==> src/hwm_pkg.sv <==
package hwm_pkg;

  // operand and product widths
  localparam int unsigned HWM_OPND_W     = 8;
  localparam int unsigned HWM_PROD_W     = 2 * HWM_OPND_W;

  // product register reset values
  localparam logic [7:0]  HWM_PROD_HI_RST = 8'h00;
  localparam logic [7:0]  HWM_PROD_LO_RST = 8'h00;

  // arithmetic status flags: positions and reset value
  localparam int unsigned HWM_FLAGS_W    = 5;
  localparam int unsigned HWM_FLAG_C     = 0;
  localparam int unsigned HWM_FLAG_DC    = 1;
  localparam int unsigned HWM_FLAG_Z     = 2;
  localparam int unsigned HWM_FLAG_OV    = 3;
  localparam int unsigned HWM_FLAG_N     = 4;
  localparam logic [4:0]  HWM_FLAGS_RST  = 5'h00;

  // instruction cycle timing
  localparam int unsigned HWM_CLK_NS         = 50;
  localparam int unsigned HWM_INSTR_CYCLE_NS = 200;
  localparam int unsigned HWM_CLKS_PER_INSTR = (HWM_INSTR_CYCLE_NS + HWM_CLK_NS - 1) / HWM_CLK_NS;
  localparam logic [7:0]  HWM_DIV_RST        = 8'h00;

  typedef logic [HWM_OPND_W-1:0]  hwm_byte_t;
  typedef logic [HWM_PROD_W-1:0]  hwm_prod_t;
  typedef logic [HWM_FLAGS_W-1:0] hwm_flags_t;

endpackage : hwm_pkg

==> src/hwm_prod_if.sv <==
`timescale 1ns/1ns
interface hwm_prod_if;
  import hwm_pkg::*;
  logic      load;
  hwm_prod_t load_val;
  logic      hi_we;
  logic      lo_we;
  hwm_byte_t wdata;
  hwm_byte_t prod_hi;
  hwm_byte_t prod_lo;

  modport ctrl (output load, output load_val, output hi_we, output lo_we, output wdata,
                input prod_hi, input prod_lo);
  modport regs (input load, input load_val, input hi_we, input lo_we, input wdata,
                output prod_hi, output prod_lo);
endinterface : hwm_prod_if

==> src/hwm_mult.sv <==
`timescale 1ns/1ns
module hwm_mult #(
  parameter int unsigned CLKS_PER_INSTR = hwm_pkg::HWM_CLKS_PER_INSTR
) (
  // clock and reset
  input  wire logic              clk_i,
  input  wire logic              rst_i,
  // multiply instruction
  input  wire logic              mul_req_i,
  input  wire hwm_pkg::hwm_byte_t working_register_i,
  input  wire hwm_pkg::hwm_byte_t file_reg_i,
  // product register file access
  input  wire logic              prod_hi_we_i,
  input  wire logic              prod_lo_we_i,
  input  wire hwm_pkg::hwm_byte_t prod_wdata_i,
  // status flag updates from other alu operations
  input  wire logic              flags_we_i,
  input  wire hwm_pkg::hwm_flags_t flags_i,
  // instruction cycle strobe and results
  output logic                   instr_cycle_o,
  output logic                   mul_done_o,
  output hwm_pkg::hwm_byte_t     product_high_byte_o,
  output hwm_pkg::hwm_byte_t     product_low_byte_o,
  output hwm_pkg::hwm_flags_t    status_o
);
  import hwm_pkg::*;

  hwm_prod_if pif ();

  logic [7:0] div_reg;
  logic [7:0] div_next;
  logic       cyc_en;
  logic       mul_take;
  logic       done_reg;
  logic       done_next;
  hwm_flags_t flags_reg;
  hwm_flags_t flags_next;

  function automatic hwm_prod_t hwm_umul(input hwm_byte_t a, input hwm_byte_t b);
    hwm_prod_t wa;
    hwm_prod_t wb;
    wa = {{HWM_OPND_W{1'b0}}, a};
    wb = {{HWM_OPND_W{1'b0}}, b};
    return hwm_prod_t'(wa * wb);
  endfunction : hwm_umul

  // instruction cycle divider
  always_comb begin
    if (div_reg == 8'(CLKS_PER_INSTR - 1)) begin
      div_next = HWM_DIV_RST;
    end else begin
      div_next = div_reg + 8'h01;
    end
  end

  always_ff @(posedge clk_i) begin
    if (rst_i) begin
      div_reg <= HWM_DIV_RST;
    end else begin
      div_reg <= div_next;
    end
  end

  assign cyc_en        = (div_reg == 8'(CLKS_PER_INSTR - 1));
  assign instr_cycle_o = cyc_en;
  assign mul_take      = cyc_en & mul_req_i;

  // operands from working and file registers
  assign pif.load     = mul_take;
  assign pif.load_val = hwm_umul(working_register_i, file_reg_i);
  // writes land on the instruction strobe
  assign pif.hi_we    = cyc_en & prod_hi_we_i;
  assign pif.lo_we    = cyc_en & prod_lo_we_i;
  assign pif.wdata    = prod_wdata_i;

  hwm_prod_regs u_prod (
    .clk_i (clk_i),
    .rst_i (rst_i),
    .pif   (pif.regs)
  );

  assign product_high_byte_o = pif.prod_hi;
  assign product_low_byte_o  = pif.prod_lo;

  // status flags and completion pulse
  always_comb begin
    flags_next = flags_reg;
    if (cyc_en && flags_we_i && !mul_req_i) begin
      flags_next = flags_i;
    end
    // done pulses one clock after the strobe that takes the multiply
    done_next = mul_take;
  end

  always_ff @(posedge clk_i) begin
    if (rst_i) begin
      flags_reg <= HWM_FLAGS_RST;
      done_reg  <= 1'b0;
    end else begin
      flags_reg <= flags_next;
      done_reg  <= done_next;
    end
  end

  assign status_o   = flags_reg;
  assign mul_done_o = done_reg;

  // check helper: clocks since the last instruction strobe
  logic [7:0] gap_reg;
  logic [7:0] gap_next;

  always_comb begin
    if (cyc_en) begin
      gap_next = HWM_DIV_RST;
    end else begin
      gap_next = gap_reg + 8'h01;
    end
  end

  always_ff @(posedge clk_i) begin
    if (rst_i) begin
      gap_reg <= HWM_DIV_RST;
    end else begin
      gap_reg <= gap_next;
    end
  end
endmodule : hwm_mult

==> src/hwm_prod_regs.sv <==
`timescale 1ns/1ns
module hwm_prod_regs (
  // clock and reset
  input  wire logic clk_i,
  input  wire logic rst_i,
  // product register access
  hwm_prod_if.regs  pif
);
  import hwm_pkg::*;

  hwm_byte_t hi_reg;
  hwm_byte_t hi_next;
  hwm_byte_t lo_reg;
  hwm_byte_t lo_next;

  always_comb begin
    hi_next = hi_reg;
    lo_next = lo_reg;
    if (pif.load) begin
      hi_next = pif.load_val[HWM_PROD_W-1:HWM_OPND_W];
      lo_next = pif.load_val[HWM_OPND_W-1:0];
    end else begin
      if (pif.hi_we) begin
        hi_next = pif.wdata;
      end
      if (pif.lo_we) begin
        lo_next = pif.wdata;
      end
    end
  end

  always_ff @(posedge clk_i) begin
    if (rst_i) begin
      hi_reg <= HWM_PROD_HI_RST;
      lo_reg <= HWM_PROD_LO_RST;
    end else begin
      hi_reg <= hi_next;
      lo_reg <= lo_next;
    end
  end

  assign pif.prod_hi = hi_reg;
  assign pif.prod_lo = lo_reg;

endmodule : hwm_prod_regs

==> config.mk <==
export PLATFORM = sky130hd
export DESIGN_NAME = hwm_mult
export DESIGN_NICKNAME = d
export VERILOG_FILES = /design/src/hwm_pkg.sv /design/src/hwm_prod_if.sv /design/src/hwm_mult.sv /design/src/hwm_prod_regs.sv
export SDC_FILE = /design/constraint.sdc
export NUM_CORES = 1
export LEC_CHECK = 0
export ABC_AREA = 1
export BUFFER_PORTS_ARGS = -buffer_cell sky130_fd_sc_hd__buf_4
export CORE_ASPECT_RATIO = 1.1
export CORE_MARGIN = 2
export CORE_UTILIZATION = 55
export DETAILED_ROUTE_END_ITERATION = 10
export PLACE_DENSITY_LB_ADDON = 0.1
export SLEW_MARGIN = 25
export SYNTH_ARGS = -nofsm -noshare
export SYNTH_HDL_FRONTEND = slang
export SYNTH_HIERARCHICAL = 1
export SYNTH_SLANG_ARGS = --single-unit
==> constraint.sdc <==
create_clock -name clk_i -period 9.4 [get_ports clk_i]
set_input_delay 0.94 -clock clk_i [delete_from_list [all_inputs] [get_ports clk_i]]
set_output_delay 0.94 -clock clk_i [all_outputs]
set_load 0.005 [all_outputs]
==> impl_metrics.py <==
metrics = {
    "run_status": {
        "status": "complete, no violations",
    },
    "clocking": {
        "clk_pin_slew_ns": 0.06,
        "insertion_delay_ns": 0.28,
        "cts_num_sinks": 30,
        "cts_buffers": 5,
        "htreeDepth": 2,
        "cts_tree": "done",
        "clockBufferDepth": 2,
        "holdBufCountCts": 0,
        "post-cts-setup-buffers": 0,
        "ctsResizeCount": 0,
        "root_buffer": "clkbuf_8",
    },
    "setup_path": {
        "critical_path_class": "primary input to register",
        "start_kind": "primary input",
        "max_stage_delay_ns": 0.55,
        "worst_path_max_delay_cell": "fa_1",
        "worstPathRequired_ns": 9.62,
        "rrSetupSlack_ns": 7.29,
        "worst-path-max-fanout": 8,
        "end_kind": "register",
        "path_cells": "buf_4 > nand2_1 > fa_1 > fa_1 > inv_1 > fa_1 > inv_1 > fa_1 > inv_1 > ha_1 > nand2_1 > inv_1 > nand2_1 > nor2_1 > nand2_1 > nand3_1 > nand2_1 > nand2_1 > nand2_1 > nand3_1 > nand2_1 > inv_1",
        "worstPathArrival_ns": 4.64,
        "cp_common_cell": "nand2_1",
    },
    "worst_hold_path": {
        "min_path_type": "register to register",
    },
    "routing": {
        "drt-initial-drc-count": 144,
        "routedWlPerCell_um": 10.70,
        "viasPerCell": 4.774,
        "vias": 3442,
        "drt_wl_total_um": 7712,
        "antenna_left": 0,
        "drc_errors": 0,
        "dr.pass1.iters": 5,
    },
    "layout": {
        "mostFrequentLayoutCell": "nand2_1",
        "nNetsFinal": 743,
        "layout-drive-gt1-share": 0.1321,
        "syn2layout_area_growth_pct": 13.50,
        "final_cell_area_um2": 4385,
        "diodes": 0,
        "final_cell_mix": "nand2_1, inv_1, buf_4",
    },
    "pwr": {
        "irDropWorstVdd_mv": 0.09942,
        "clockPowerShare": 0.164,
        "power_uw": 654.7,
        "seqPwrFrac": 0.209,
        "swShare": 0.4615,
        "p_comb_frac": 0.626,
        "switchingPower_uw": 302.1,
        "power.leakage_uw": 0.002899,
        "cellPowerDensity_nw_per_um2": 149.3,
        "p_int_uw": 352.5,
    },
    "yosys": {
        "syn_area_um2": 3864,
        "syn_inst": 592,
        "postSynthNetCount": 700,
        "yosys_warnings": 6,
        "ys_types": 29,
        "syn_avg_cell_area_um2": 6.527,
        "synth_seq_cells": 30,
        "ys_seq_area_frac": 0.1554,
    },
    "grt": {
        "grt_antenna_before_repair": 0,
        "grt_pass1_vias": 3435,
        "grt_usage": 0.2217,
        "grt_max_degree": 20,
        "grt.overflow.total": 0,
        "grt_pass1_wl_um": 14350,
    },
    "die": {
        "die_x_um": 83.92,
        "ios": 58,
        "die_h_um": 91.91,
        "core_um2": 6927,
        "start_util": 0.5578,
        "dieArea_um2": 7712,
        "row_count": 32,
    },
    "placement": {
        "placedInstanceArea_um2": 4290,
        "place_congestion": 0.8805,
        "io_buffer_count": 57,
        "pre_cts_slack_ns": 4.678,
        "hpwl_um": 6493,
    },
    "timing": {
        "fin_setup_tns_ns": 0,
        "rsz0062_at_grt": "false",
        "max_freq_mhz": 226.4,
        "finalSetupViolCount": 0,
        "hold_ws_ns": 0.4488,
        "tightest_slew_ns": 0.8149,
        "finalHoldViolations": 0,
        "fin_ws_ns": 4.982,
        "relSlewSlack": 0.4547,
        "slew_violations": 0,
        "skew_ns": 0.003742,
        "post-route-period-util": 0.4700,
        "period_minus_slack_ns": 4.418,
    },
    "flow_run": {
        "drv_cap": 0,
    },
}
-- power groups by stage --
stage | registers (uW) | clock network (uW) | logic, uW
5_1_grt | 138 | 117 | 492
3_5_place_dp | 140 | 0 | 414
4_1_cts | 137 | 112 | 418
6_report | 137 | 108 | 410
2_1_floorplan | 140 | 0 | 324
3_3_place_gp | 140 | 0 | 412
-- routing by layer --
layer,global-route usage,share of wire,vias up
met5,0,0,-
met4,0.04167,0.014,0
met2,0.3987,0.50,59
met1,0.2842,0.45,1581
met3,0.03330,0.032,12
li1,-,-,1790
-- critical path, delay by kind of cell --
family | cells | cell delay, ns
simple gates | 11 | 0.78
fa+ha+maj | 5 | 2.46
buf+inv | 6 | 0.47
-- logic make-up (layout without fill, tap and decap cells) --
kind of cell    Yosys count  in the layout  synth area share
xor+xnor                  8              8           0.01814
buf+inv                 191            235            0.1940
simple gates            281            281            0.3135
compound gates            9              9           0.01263
flops                    30             30            0.1554
fa+ha+maj                73             73            0.3063
-- cell usage after synthesis --
master / number / share of area
a21oi_1: 7 / 0.0091
a21oi_2: 1 / 0.0023
and3_2: 1 / 0.0019
buf_2: 2 / 0.0026
buf_4: 3 / 0.0058
buf_6: 1 / 0.0029
buf_8: 1 / 0.0039
clkbuf_1: 15 / 0.015
dfxtp_1: 30 / 0.16
fa_1: 36 / 0.19
ha_1: 37 / 0.12
inv_1: 166 / 0.16
inv_2: 3 / 0.0029
nand2_1: 189 / 0.18
nand2_2: 3 / 0.0049
nand3_1: 43 / 0.056
nand3_2: 4 / 0.010
nand4_1: 5 / 0.0081
nor2_1: 26 / 0.025
nor2_2: 1 / 0.0016
nor2_4: 2 / 0.0058
nor3_1: 2 / 0.0026
nor3_4: 2 / 0.0084
nor3b_1: 1 / 0.0019
o21ai_0: 1 / 0.0013
or2_0: 1 / 0.0016
or2_2: 1 / 0.0016
xnor2_1: 1 / 0.0023
xor2_1: 7 / 0.016
-- final timing paths --
path	startpoint	endpoint	depth (start not counted)
worst max-delay path	working_register_i[0]	u_prod/pif.prod_hi[7]	22
worst min-delay path	div_reg[0]	div_reg[0]	1
worst max register to register	div_reg[0]	u_prod/pif.prod_lo[0]	10
worst min register to register	div_reg[0]	div_reg[0]	1
-- layout make-up --
type	count	area, um2
repair buffers	58	435.4
inverters	169	634.4
clock inverters	2	12.51
fillers	689	2541
flip-flops and latches	30	600.6
multi-input cells	371	2514
well taps	85	106.4
clock buffers	6	82.58
-- metrics by stage --
stage          utilization  std cells
2_1_floorplan            -        592
3_3_place_gp        0.6194        713
3_5_place_dp        0.6194        713
4_1_cts             0.6331        721
5_1_grt             0.6331        721
6_report            0.6331        721
(Power assumes the default switching activity.)
